$ cat config.mk
export PLATFORM = sky130hd
export DESIGN_NAME = mpfh_top
export DESIGN_NICKNAME = d
export VERILOG_FILES = /design/src/shared/mpfh_pkg.sv /design/src/hw/mpfh_sync.sv /design/src/hw/mpfh_div.sv /design/src/hw/mpfh_top.sv
export SDC_FILE = /design/constraint.sdc
export NUM_CORES = 2
export LEC_CHECK = 0
export BUFFER_PORTS_ARGS = -buffer_cell sky130_fd_sc_hd__clkbuf_2
export CAP_MARGIN = 10
export CELL_PAD_IN_SITES_DETAIL_PLACEMENT = 0
export CELL_PAD_IN_SITES_GLOBAL_PLACEMENT = 1
export CORE_UTILIZATION = 45
export CTS_CLUSTER_SIZE = 12
export DETAILED_ROUTE_END_ITERATION = 7
export PLACE_DENSITY = 0.81
export SYNTH_ARGS = -nofsm -noshare
export SYNTH_HDL_FRONTEND = slang
export SYNTH_SLANG_ARGS = --single-unit
$ cat constraint.sdc
create_clock -name sys_clk -period 9.85 [get_ports sys_clk]
set_clock_uncertainty 0.15 [all_clocks]
set_input_delay 0 -clock sys_clk [delete_from_list [all_inputs] [get_ports sys_clk]]
set_output_delay 0 -clock sys_clk [all_outputs]
set_load 0.005 [all_outputs]
$ cat src/shared/mpfh_pkg.sv
// Purpose: Shared constants and types of the motion profile and fast homing block
// Assumes: 25 MHz control clock, 32-bit register words at byte addresses
// Notes: Speeds in Hz, rates in Hz/s, ramp settings as integers of 0.001 of the selected unit
`default_nettype none
package mpfh_pkg;
	// ==========
	// Types
	typedef logic [7:0] mpfh_addr_type;
	typedef logic [31:0] mpfh_word_type;
	// Acceleration unit codes
	typedef enum logic [1:0] {UNIT_KHZ_PER_S, UNIT_SECONDS, UNIT_MS_PER_KHZ} mpfh_unit_type;

	// ==========
	// Clock and fixed-point scaling
	localparam int unsigned CLK_PERIOD_NS = 32'h28;
	localparam int unsigned NS_PER_S = 32'h3B9ACA00;
	localparam int unsigned CLK_HZ = NS_PER_S / CLK_PERIOD_NS;
	localparam int VEL_W = 48; // Speed in units of 1/CLK_HZ Hz
	localparam int PH_W = 51; // Step phase accumulator
	localparam logic [VEL_W-1:0] CLK_HZ_V = VEL_W'(CLK_HZ);
	localparam logic [PH_W-1:0] STEP_THRESH = PH_W'(CLK_HZ_V) * PH_W'(CLK_HZ_V);
	localparam mpfh_word_type MS_PER_S = 32'h3E8; // Setting weight 0.001
	localparam mpfh_word_type RATE_MIN = 32'h1; // 1 Hz/s
	localparam mpfh_word_type RATE_MAX = 32'h3B9ACA00; // 1 GHz/s
	localparam mpfh_word_type RATE_NUM_INV = 32'h3B9ACA00; // 1e9 for ms/kHz inversion

	// ==========
	// Register byte addresses
	localparam mpfh_addr_type ADDR_ACCEL_UNIT = 8'h00;
	localparam mpfh_addr_type ADDR_SD_START_SPEED = 8'h04;
	localparam mpfh_addr_type ADDR_JOG_START_SPEED = 8'h08;
	localparam mpfh_addr_type ADDR_ZH_START_SPEED = 8'h0C;
	localparam mpfh_addr_type ADDR_HOME_START_SPEED = 8'h10;
	localparam mpfh_addr_type ADDR_FILTER_TIME = 8'h14;
	localparam mpfh_addr_type ADDR_OP_CURRENT = 8'h18;
	localparam mpfh_addr_type ADDR_ZH_SPEED = 8'h1C;
	localparam mpfh_addr_type ADDR_ZH_ACCEL = 8'h20;
	localparam mpfh_addr_type ADDR_HOME_POSITION = 8'h24;
	localparam mpfh_addr_type ADDR_CMD_TARGET = 8'h28;
	localparam mpfh_addr_type ADDR_CMD_SPEED = 8'h2C;
	localparam mpfh_addr_type ADDR_CONTROL = 8'h30;
	localparam mpfh_addr_type ADDR_STATUS = 8'h34;
	localparam mpfh_addr_type ADDR_POSITION = 8'h38;
	localparam mpfh_addr_type ADDR_RATE = 8'h3C;

	// ==========
	// Field positions
	localparam int CTL_FORGET_HOME = 0;
	localparam int CTL_CLEAR_ERR = 1;
	localparam int STS_START_ERR = 0;
	localparam int STS_HOME_VALID = 1;
	localparam int STS_MOVE = 2;
	localparam int STS_HOMING_DONE = 3;
	localparam int STS_READY = 4;

	// ==========
	// Limits and reset values
	localparam mpfh_word_type SPEED_MAX = 32'h3D0900;
	localparam mpfh_word_type START_SPEED_RST = 32'h1F4;
	localparam mpfh_word_type FILTER_MIN = 32'h1;
	localparam mpfh_word_type FILTER_MAX = 32'hC8;
	localparam mpfh_word_type FILTER_RST = 32'h1;
	localparam mpfh_word_type CURRENT_MAX = 32'h3E8;
	localparam mpfh_word_type CURRENT_RST = 32'h3E8;
	localparam mpfh_word_type ZH_SPEED_RST = 32'h1388;
	localparam mpfh_word_type ACCEL_MAX = 32'h3B9ACA00;
	localparam mpfh_word_type ACCEL_RST = 32'hF4240;

	// Saturate a written value into its legal range
	function automatic mpfh_word_type mpfh_clamp(mpfh_word_type v, mpfh_word_type lo, mpfh_word_type hi);
		mpfh_word_type r;
		r = v;
		if (v < lo) begin
			r = lo;
		end else if (v > hi) begin
			r = hi;
		end
		return r;
	endfunction
endpackage
`default_nettype wire

$ cat src/hw/mpfh_sync.sv
// Purpose: Two-flop synchroniser for the discrete control pins
// Assumes: Each bit is an independent level
// Notes: Multi-bit groups are not coherent; only use for unrelated levels
`default_nettype none
module mpfh_sync #(
	parameter int W = 4
) (
	input wire logic sys_clk,
	input wire logic reset,
	input wire logic [W-1:0] async_in,
	output logic [W-1:0] sync_out
);
	// ==========
	// Synchroniser stages
	logic [W-1:0] meta_q; // First stage, read only by the second

	// Both stages clear on reset, so a pin held high across reset rises at the output after release
	always_ff @(posedge sys_clk) begin
		if (reset) begin
			meta_q <= '0;
			sync_out <= '0;
		end else begin
			meta_q <= async_in;
			sync_out <= meta_q;
		end
	end
endmodule
`default_nettype wire

$ cat src/hw/mpfh_div.sv
// Purpose: Sequential unsigned restoring divider for the ramp rate
// Assumes: Divisor is never zero; start is a one-cycle pulse
// Notes: W cycles from start to done; a new start restarts it
`default_nettype none
module mpfh_div #(
	parameter int W = 32
) (
	input wire logic sys_clk,
	input wire logic reset,
	input wire logic start,
	input wire logic [W-1:0] dividend,
	input wire logic [W-1:0] divisor,
	output logic done,
	output logic [W-1:0] quotient
);
	// ==========
	// State
	localparam int CW = $clog2(W + 1);
	logic [W-1:0] rem_q; // Partial remainder
	logic [W-1:0] den_q; // Latched divisor
	logic [CW-1:0] cnt_q; // Bits still to produce
	logic busy_q; // Iterating
	logic [W:0] trial; // Shifted remainder minus divisor

	assign trial = {rem_q, quotient[W-1]} - {1'b0, den_q};

	// One quotient bit per cycle, dividend shifts out as quotient shifts in
	always_ff @(posedge sys_clk) begin
		if (reset) begin
			rem_q <= '0;
			den_q <= '0;
			quotient <= '0;
			cnt_q <= '0;
			busy_q <= 1'b0;
			done <= 1'b0;
		end else if (start) begin
			rem_q <= '0;
			den_q <= divisor;
			quotient <= dividend;
			cnt_q <= CW'(W);
			busy_q <= 1'b1;
			done <= 1'b0;
		end else if (busy_q) begin
			// Negative trial means the divisor does not fit
			if (!trial[W]) begin
				rem_q <= trial[W-1:0];
				quotient <= {quotient[W-2:0], 1'b1};
			end else begin
				rem_q <= {rem_q[W-2:0], quotient[W-1]};
				quotient <= {quotient[W-2:0], 1'b0};
			end
			cnt_q <= cnt_q - CW'(1);
			if (cnt_q == CW'(1)) begin
				busy_q <= 1'b0;
				done <= 1'b1;
			end
		end else begin
			done <= 1'b0;
		end
	end
endmodule
`default_nettype wire

$ cat src/hw/mpfh_top.sv
// Purpose: Motion profile settings, trapezoid generator and fast homing handshake
// Assumes: Home coordinate loaded by software; pins asynchronous to sys_clk
// Notes: Step output is one pulse per step, at most one per clock
//
// Contract
// Unit code 0 kHz/s, 1 s, 2 ms/kHz
// Effective ramp rate kept within 1 Hz/s..1 GHz/s
// Operating below starting speed runs without ramp
// Stored and jog starting speeds 0..4M, default 500
// Sensor homing starting speed 1..4M, default 500
// Request rising edge moves to stored home
// Stop input halts a running homing move
// No home set: flag start error, no motion
// Origin preset asserted refuses fast homing
// Filter time 1..200 ms, default 1
// Current 0..1000 default 1000; speed 1..4M, 5000
// Homing ramp setting 1..1e9, default 1e6
// Host requests only while ready is high
// Accept drops ready outputs, raises move
// Host releases request after ready drops
// Arrival raises done and ready outputs, drops move
// Start drops done, in-position, ready; raises move
// Ramp start to operating speed and back down
// Start error sticky; stop leaves move low
//
// The strobed register port and the placing of the registers were chosen for this implementation.
`default_nettype none
module mpfh_top (
	input wire logic sys_clk,
	input wire logic reset,
	input wire mpfh_pkg::mpfh_addr_type reg_addr,
	input wire mpfh_pkg::mpfh_word_type reg_wdata,
	input wire logic reg_write,
	input wire logic reg_read,
	output mpfh_pkg::mpfh_word_type reg_rdata,
	input wire logic fast_homing_request,
	input wire logic start_request,
	input wire logic stop_request,
	input wire logic electrical_origin_preset,
	output logic ready,
	output logic in_position,
	output logic pulse_input_ready,
	output logic direct_command_ready,
	output logic move,
	output logic homing_done,
	output logic step_pulse,
	output logic step_direction,
	output logic [9:0] operating_current,
	output logic [7:0] filter_time_ms
);
	import mpfh_pkg::*;

	// ==========
	// Declarations
	typedef enum logic [1:0] {ST_IDLE, ST_CALC, ST_RUN, ST_HOMED} mpfh_state_type;
	mpfh_state_type state_q; // Motion sequencer
	logic [3:0] pins_raw, pins_s, pins_prev_q; // Pin levels, synced and delayed
	logic home_req_s, start_s, stop_s, preset_s; // Synced pin levels
	logic home_rise, start_rise; // Request edges
	logic accept_home, home_error; // Request outcome
	mpfh_unit_type unit_q; // Acceleration unit selection
	mpfh_word_type sd_vs_q, jog_vs_q, zh_vs_q, home_vs_q; // Starting speeds
	mpfh_word_type filter_q, current_q, zh_vop_q, zh_acc_q; // Homing settings
	mpfh_word_type home_pos_q, cmd_target_q, cmd_vop_q; // Targets and speeds
	logic home_valid_q, start_err_q; // Home known, sticky start error
	logic homing_q, rect_q, div_start_q; // Move kind, no ramp, divider kick
	mpfh_word_type target_q, vop_q, vs_q, rate_q; // Latched move parameters
	mpfh_word_type div_num, div_den, div_quot; // Rate divider operands
	logic div_done; // Divider result valid
	logic [VEL_W-1:0] vel_fine_q, vel_next, vop_fine, vs_fine, floor_fine, rate_fine;
	logic [PH_W-1:0] phase_q, phase_sum; // Step phase
	mpfh_word_type pos_q, ramp_steps_q; // Position, steps spent accelerating
	logic [32:0] diff, remaining; // Signed distance, its magnitude
	logic at_target, braking; // Ramp decisions

	// ==========
	// Pin synchronisation and edges
	assign pins_raw = {electrical_origin_preset, stop_request, start_request, fast_homing_request};

	mpfh_sync #(.W(4)) u_sync (
		.sys_clk(sys_clk),
		.reset(reset),
		.async_in(pins_raw),
		.sync_out(pins_s)
	);

	assign home_req_s = pins_s[0];
	assign start_s = pins_s[1];
	assign stop_s = pins_s[2];
	assign preset_s = pins_s[3];

	// Delayed copy for edge detection; reset low, so a pin held high across reset gives an edge after release
	always_ff @(posedge sys_clk) begin
		if (reset) begin
			pins_prev_q <= '0;
		end else begin
			pins_prev_q <= pins_s;
		end
	end

	// Only an edge counts, so the request must be released before the next one
	assign home_rise = home_req_s && !pins_prev_q[0];
	assign start_rise = start_s && !pins_prev_q[1];
	// Requests are honoured only while ready is shown
	assign accept_home = home_rise && ready && !preset_s && home_valid_q;
	assign home_error = home_rise && ready && !preset_s && !home_valid_q;

	// ==========
	// Register writes
	// Out-of-range values saturate to the nearest limit, except the unit code
	always_ff @(posedge sys_clk) begin
		if (reset) begin
			unit_q <= UNIT_KHZ_PER_S;
			sd_vs_q <= START_SPEED_RST;
			jog_vs_q <= START_SPEED_RST;
			zh_vs_q <= START_SPEED_RST;
			home_vs_q <= START_SPEED_RST;
			filter_q <= FILTER_RST;
			current_q <= CURRENT_RST;
			zh_vop_q <= ZH_SPEED_RST;
			zh_acc_q <= ACCEL_RST;
			home_pos_q <= '0;
			cmd_target_q <= '0;
			cmd_vop_q <= ZH_SPEED_RST;
		end else if (reg_write) begin
			case (reg_addr)
				// Code 3 is undefined and leaves the setting unchanged
				ADDR_ACCEL_UNIT: begin
					if (reg_wdata[1:0] != 2'h3) begin
						unit_q <= mpfh_unit_type'(reg_wdata[1:0]);
					end
				end
				ADDR_SD_START_SPEED: sd_vs_q <= mpfh_clamp(reg_wdata, '0, SPEED_MAX);
				ADDR_JOG_START_SPEED: jog_vs_q <= mpfh_clamp(reg_wdata, '0, SPEED_MAX);
				ADDR_ZH_START_SPEED: zh_vs_q <= mpfh_clamp(reg_wdata, '0, SPEED_MAX);
				ADDR_HOME_START_SPEED: home_vs_q <= mpfh_clamp(reg_wdata, 32'h1, SPEED_MAX);
				ADDR_FILTER_TIME: filter_q <= mpfh_clamp(reg_wdata, FILTER_MIN, FILTER_MAX);
				ADDR_OP_CURRENT: current_q <= mpfh_clamp(reg_wdata, '0, CURRENT_MAX);
				ADDR_ZH_SPEED: zh_vop_q <= mpfh_clamp(reg_wdata, 32'h1, SPEED_MAX);
				ADDR_ZH_ACCEL: zh_acc_q <= mpfh_clamp(reg_wdata, 32'h1, ACCEL_MAX);
				ADDR_HOME_POSITION: home_pos_q <= reg_wdata;
				ADDR_CMD_TARGET: cmd_target_q <= reg_wdata;
				ADDR_CMD_SPEED: cmd_vop_q <= mpfh_clamp(reg_wdata, 32'h1, SPEED_MAX);
				default: ;
			endcase
		end
	end

	// Home validity: set by loading a home, lost on a control write with the forget-home bit set
	always_ff @(posedge sys_clk) begin
		if (reset) begin
			home_valid_q <= 1'b0;
		end else if (reg_write && reg_addr == ADDR_HOME_POSITION) begin
			home_valid_q <= 1'b1;
		end else if (reg_write && reg_addr == ADDR_CONTROL && reg_wdata[CTL_FORGET_HOME]) begin
			home_valid_q <= 1'b0;
		end
	end

	// Sticky start error; a new error in the clearing cycle survives
	always_ff @(posedge sys_clk) begin
		if (reset) begin
			start_err_q <= 1'b0;
		end else if (home_error) begin
			start_err_q <= 1'b1;
		end else if (reg_write && reg_addr == ADDR_CONTROL && reg_wdata[CTL_CLEAR_ERR]) begin
			start_err_q <= 1'b0;
		end
	end

	// ==========
	// Register reads: data valid in the cycle after the strobe only
	always_ff @(posedge sys_clk) begin
		if (reset) begin
			reg_rdata <= '0;
		end else if (reg_read) begin
			case (reg_addr)
				ADDR_ACCEL_UNIT: reg_rdata <= {30'h0, unit_q};
				ADDR_SD_START_SPEED: reg_rdata <= sd_vs_q;
				ADDR_JOG_START_SPEED: reg_rdata <= jog_vs_q;
				ADDR_ZH_START_SPEED: reg_rdata <= zh_vs_q;
				ADDR_HOME_START_SPEED: reg_rdata <= home_vs_q;
				ADDR_FILTER_TIME: reg_rdata <= filter_q;
				ADDR_OP_CURRENT: reg_rdata <= current_q;
				ADDR_ZH_SPEED: reg_rdata <= zh_vop_q;
				ADDR_ZH_ACCEL: reg_rdata <= zh_acc_q;
				ADDR_HOME_POSITION: reg_rdata <= home_pos_q;
				ADDR_CMD_TARGET: reg_rdata <= cmd_target_q;
				ADDR_CMD_SPEED: reg_rdata <= cmd_vop_q;
				ADDR_STATUS: begin
					reg_rdata <= '0;
					reg_rdata[STS_START_ERR] <= start_err_q;
					reg_rdata[STS_HOME_VALID] <= home_valid_q;
					reg_rdata[STS_MOVE] <= move;
					reg_rdata[STS_HOMING_DONE] <= homing_done;
					reg_rdata[STS_READY] <= ready;
				end
				ADDR_POSITION: reg_rdata <= pos_q;
				ADDR_RATE: reg_rdata <= rate_q;
				// Unmapped and write-only addresses read zero
				default: reg_rdata <= '0;
			endcase
		end else begin
			reg_rdata <= '0;
		end
	end

	// ==========
	// Ramp rate: every unit is turned into Hz/s by one division
	always_comb begin
		div_num = zh_acc_q;
		div_den = 32'h1;
		case (unit_q)
			UNIT_KHZ_PER_S: begin
				div_num = zh_acc_q;
				div_den = 32'h1;
			end
			// Time to span start..operating speed, weight 0.001 s
			UNIT_SECONDS: begin
				div_num = (vop_q - vs_q) * MS_PER_S;
				div_den = zh_acc_q;
			end
			// Weight 0.001 ms per kHz inverts to 1e9/setting Hz/s
			UNIT_MS_PER_KHZ: begin
				div_num = RATE_NUM_INV;
				div_den = zh_acc_q;
			end
			default: ;
		endcase
	end

	mpfh_div #(.W(32)) u_div (
		.sys_clk(sys_clk),
		.reset(reset),
		.start(div_start_q),
		.dividend(div_num),
		.divisor(div_den),
		.done(div_done),
		.quotient(div_quot)
	);

	// ==========
	// Motion sequencer
	always_ff @(posedge sys_clk) begin
		if (reset) begin
			state_q <= ST_IDLE;
			homing_q <= 1'b0;
			target_q <= '0;
			vop_q <= '0;
			vs_q <= '0;
			rect_q <= 1'b0;
			rate_q <= RATE_MIN;
			div_start_q <= 1'b0;
		end else begin
			div_start_q <= 1'b0;
			unique case (state_q)
				// Ready states: homing request wins over start
				ST_IDLE, ST_HOMED: begin
					if (accept_home) begin
						state_q <= ST_CALC;
						homing_q <= 1'b1;
						target_q <= home_pos_q;
						vop_q <= zh_vop_q;
						vs_q <= zh_vs_q;
						rect_q <= zh_vop_q < zh_vs_q;
						div_start_q <= 1'b1;
					end else if (start_rise && !home_rise) begin
						state_q <= ST_CALC;
						homing_q <= 1'b0;
						target_q <= cmd_target_q;
						vop_q <= cmd_vop_q;
						vs_q <= sd_vs_q;
						rect_q <= cmd_vop_q < sd_vs_q;
						div_start_q <= 1'b1;
					end
				end
				// Waiting for the rate; stop abandons the move
				ST_CALC: begin
					if (stop_s) begin
						state_q <= ST_IDLE;
					end else if (div_done) begin
						rate_q <= mpfh_clamp(div_quot, RATE_MIN, RATE_MAX);
						state_q <= ST_RUN;
					end
				end
				ST_RUN: begin
					if (stop_s) begin
						state_q <= ST_IDLE;
					end else if (at_target) begin
						state_q <= homing_q ? ST_HOMED : ST_IDLE;
					end
				end
			endcase
		end
	end

	// ==========
	// Handshake outputs decoded from the sequencer
	assign ready = state_q == ST_IDLE || state_q == ST_HOMED;
	assign in_position = ready;
	assign move = state_q == ST_CALC || state_q == ST_RUN;
	assign homing_done = state_q == ST_HOMED;
	// Command readiness drops only for homing moves
	assign pulse_input_ready = !(move && homing_q);
	assign direct_command_ready = !(move && homing_q);
	assign operating_current = current_q[9:0];
	assign filter_time_ms = filter_q[7:0];

	// ==========
	// Trapezoid generator
	assign diff = {target_q[31], target_q} - {pos_q[31], pos_q};
	assign remaining = diff[32] ? 33'h0 - diff : diff;
	assign at_target = remaining == 33'h0;
	// Decelerate once the distance left equals the distance spent ramping up
	assign braking = remaining <= {1'b0, ramp_steps_q};
	assign vop_fine = VEL_W'(vop_q) * CLK_HZ_V;
	assign vs_fine = VEL_W'(vs_q) * CLK_HZ_V;
	// A zero starting speed would never finish; braking bottoms out at 1 Hz
	assign floor_fine = (vs_q == '0) ? CLK_HZ_V : vs_fine;
	assign rate_fine = VEL_W'(rate_q);
	assign phase_sum = phase_q + PH_W'(vel_fine_q);

	// Next speed: fixed when no ramp, else step by the rate toward the goal
	always_comb begin
		if (rect_q) begin
			vel_next = vop_fine;
		end else if (braking) begin
			vel_next = (vel_fine_q > floor_fine + rate_fine) ? vel_fine_q - rate_fine : floor_fine;
		end else begin
			vel_next = (vel_fine_q + rate_fine < vop_fine) ? vel_fine_q + rate_fine : vop_fine;
		end
	end

	// Speed, phase and position; steps emitted while running only
	always_ff @(posedge sys_clk) begin
		if (reset) begin
			vel_fine_q <= '0;
			phase_q <= '0;
			pos_q <= '0;
			ramp_steps_q <= '0;
			step_pulse <= 1'b0;
			step_direction <= 1'b0;
		end else begin
			step_pulse <= 1'b0;
			if (state_q == ST_CALC) begin
				// Begin at starting speed, or straight at operating speed
				vel_fine_q <= rect_q ? vop_fine : vs_fine;
				phase_q <= '0;
				ramp_steps_q <= '0;
				step_direction <= !diff[32];
			end else if (state_q == ST_RUN && !stop_s && !at_target) begin
				vel_fine_q <= vel_next;
				if (phase_sum >= STEP_THRESH) begin
					phase_q <= phase_sum - STEP_THRESH;
					step_pulse <= 1'b1;
					pos_q <= step_direction ? pos_q + 32'h1 : pos_q - 32'h1;
					if (!braking && vel_fine_q < vop_fine) begin
						ramp_steps_q <= ramp_steps_q + 32'h1;
					end
				end else begin
					phase_q <= phase_sum;
				end
			end else begin
				// Stopped: speed drops to zero at once
				vel_fine_q <= '0;
			end
		end
	end
endmodule
`default_nettype wire

==> results.md <==
* Slew Limit Fails at 0
* Core Rows at between 150 and 200
* Slew headroom at 15.8%
* Adder-cell share of the synthesized area at around 30%
* DR DRC count at 2
* Worst hold path class: in -> reg
* Failing checks: DRC
* Placer congestion estimate at 1.01
* R2r worst-path depth at 45
* Vias in the first global route at a little under 70,000
* Syn Inst Count at about 9,300
* Worst-Margin Slew at approximately 1.3 ns
* Die height at ~420 um
* First-pass GRT wire length at roughly 440,000 um
* Post-route insts no fill at roughly 12,000
* Cells after DPL at 11,800
* Slowest stage cell, crit path: fa_1
* Port Buffers at 105
* Worst EP arrival at just over 10 ns
* CP endpoint: vel_fine_q[9]
* Worst setup startpoint: vs_q[6]
* Library cells used by synthesis at 101
* Largest family of logic cells by synthesized area: adder cells
* Final period util at roughly 100%
* Initial DRC Count at approximately 7,000
* Starting Density at a little under half
* Average wire per standard cell at 24.8 um
* Core footprint at 0.172 sq mm
* Final wirelength at approximately 300,000 um
* Final hold viol count at 0
* Most frequent cell on the critical path: a21o_1
* Max-cap violations at 0
* Initial antenna violation count at 13
* FF+latch count, synth at 800
* Largest net degree at the start of global routing at 174
* Total GRT Usage at 33.6%
* Vias after detailed routing at 71,000
* Synthesized area at between 0.07 and 0.08 sq mm
* Root buf cell: clkbuf_16
* Fillers at 16,100
* Die ar. at approximately 0.18 sq mm
* Clk Latency, worst-skew pair at between 0.7 and 0.8 ns
* Async S/R FF share, synth at 0%
* Post-synthesis mux area share at 1.83%
* Largest Register: phase_q
* Clock Pin Slew Worst Setup and Hold Paths at 0.06 ns
* R2r startpoint: vs_q[6]
* Slowest stage delay, CP at 0.58 ns
* Layout cell share with drive strength beyond 1 at between 10% and 20%
* Vias per cell at between 5 and 6
* CTS tree: yes
* R2R setup slack at roughly 0.037 ns
* Fin crit period at slightly below 10 ns
* RSZ-0062 raised after global routing: yes
* Synth Flop Type: dfxtp_1
* Finish-stage setup viols at 0
* H-Tree Depth at 3
* Mean area per synthesized cell at between 8 and 9 sq um
* Worst flop-to-flop path endpoint: vel_fine_q[9]
* WP data required at between 10 and 15 ns
* Clk sinks at 800
* Synth Area in Compound Gates at 19.4%
* HPWL after detailed placement at around 240,000 um
* Synth-to-Final Area Change at 15.2%
* Status: finished with violations
* Clk buf depth at 3
* Syn Nets at ~11,000
* Regs by FF count: phase_q (51), vel_fine_q (48)
* Critical path type: reg -> reg
* CTS buffer count at just under 100
* Sequential share of the synthesized area at 20.5%
* GRT Residual Overflow at 0
* XOR/XNOR Fraction of Synth Area at 5.06%
* Fmax at slightly above 100 MHz
* 1st-pass router iterations at 8
* Routed Antenna Nets at 0
* Crit-path max FO at 8
* Max reg flops at 51
* Post-synth EDFFs at 0
* Synth warnings at 0
* CP startpoint kind: flop
* Simple-gate portion of the synthesized area at around 15%
* Die boundary width at between 400 and 500 um
* Crit end category: flop
* IO Count at 106
* Layout Nets at about 11,000
## worst max-delay path, delay by kind of cell, from the launching register on
family,cells,cell delay [ns]
AOI/OAI and AO/OA,17,3.00
xor gates and xnor gates,1,0.14
adders and majority gates,10,3.78
buffers and inverters,5,0.42
DFF,1,0.38
muxes,1,0.35
and+or+nand+nor,11,1.47
## worst min-delay path by stage
stage | start | endpoint | cells after the start | slack (ns)
after CTS | reg_wdata[13] | cmd_target_q[13] | 4 | 0.002
after global routing | reg_wdata[25] | home_pos_q[25] | 4 | 0.06
final | reg_wdata[13] | cmd_target_q[13] | 4 | 0.05
after detailed placement | electrical_origin_preset | u_sync.meta_q[3] | 2 | 0.07
after global placement | electrical_origin_preset | u_sync.meta_q[3] | 2 | 0.06
after floorplan | fast_homing_request | u_sync.meta_q[0] | 1 | -0.02
## Yosys cell counts (all sizes together), types with 22 or more instances
cell / number / area share (%)
or3: 67 / 0.54
a21o: 158 / 1.5
xnor2: 318 / 3.6
dfxtp: 800 / 20
a211oi: 270 / 2.6
nor3: 218 / 1.4
mux2i: 134 / 1.7
o31ai: 22 / 0.22
o21bai: 54 / 0.52
nand2: 556 / 2.7
a221oi: 27 / 0.30
nand2b: 94 / 0.75
o211ai: 43 / 0.42
nand3: 114 / 0.74
a22oi: 188 / 1.8
o21ai: 335 / 2.1
nor4: 42 / 0.34
a2111oi: 22 / 0.30
xor2: 132 / 1.5
inv: 1206 / 5.8
fa: 629 / 16
ha: 879 / 14
a222oi: 35 / 0.45
a31oi: 89 / 0.71
or2: 42 / 0.34
o21a: 69 / 0.66
buf: 78 / 0.52
nand3b: 26 / 0.25
and2: 142 / 1.1
clkbuf: 347 / 1.7
o22ai: 38 / 0.30
and4: 41 / 0.46
nor2b: 101 / 0.81
nand4: 101 / 0.81
and3: 48 / 0.38
a21oi: 643 / 4.1
nor2: 829 / 4.0
a211o: 76 / 0.85
## through the flow
stage               setup slack, ns  utilization, %  area, sq um  setup TNS, ns  hold WS (ns)
floorplan                   -0.0186               -        78300        -0.0186       -0.0218
global placement             -0.655            49.0        84300         -20.54        0.0647
detailed placement           -0.732            49.0        84300         -24.22        0.0683
CTS                       0.0000373            51.7        89000              0       0.00190
global route                 -0.361            52.4        90200          -9.71        0.0590
finish                       0.0375            52.4        90200              0        0.0526
## what timing repair did
item / CTS / global route
hold buffers: 67 / 0
buffers inserted: 25 / 28
pin swaps: 50 / 126
setup endpoints to repair: 51 / 76
cloned: 1 / 1
gates resized for setup: 88 / 208
endpoints found under the hold margin: 275 / 0
## cells by family (layout without fill, tap and decap cells)
kind of cell    Yosys count  in the layout
fa+ha+maj              1509           1509
flops                   800            800
buf+inv                1631           2136
mux                     142            142
xor+xnor                451            451
compound gates         2281           2281
other cells               0              4
simple gates           2475           2475
## metal layers
| layer | wire length, um | GRT usage (%) |
|---|---|---|
| met2 | 126000 | 50.0 |
| met4 | 18600 | 17.7 |
| met5 | 46 | 0 |
| met1 | 128000 | 45.9 |
| met3 | 27100 | 6.29 |
## layout by cell type (no fill, tap or decap), types with 100 or more instances in the layout
cell / Yosys / layout
inv_1: 1205 / 1187
ha_1: 879 / 843
nor2_1: 828 / 797
dfxtp_1: 800 / 785
a21oi_1: 641 / 626
fa_1: 629 / 620
nand2_1: 556 / 544
buf_4: 20 / 533
xnor2_1: 318 / 312
o21ai_0: 330 / 310
a211oi_1: 267 / 259
nor3_1: 215 / 205
a22oi_1: 188 / 187
a21o_1: 158 / 157
and2_1: 139 / 135
mux2i_1: 134 / 134
xor2_1: 132 / 130
nand3_1: 113 / 107
clkbuf_2: 0 / 104
nand4_1: 101 / 101
clkbuf_16: 0 / 100
## layout make-up
type	count	area [sq um]	share of cell area, %
multi-input cells	6858	57500	63.7
flip-flops and latches	800	16000	17.8
repair buffers	749	5900	6.54
inverters	1206	4530	5.02
well taps	2310	2890	3.20
clock buffers	140	2840	3.15
clock inverters	41	556	0.616
diodes	4	10.0	0.0111
Power is left out: the tool's default activity adds up to more than one toggle a clock period on the data nets, which glitch-free logic cannot reach.
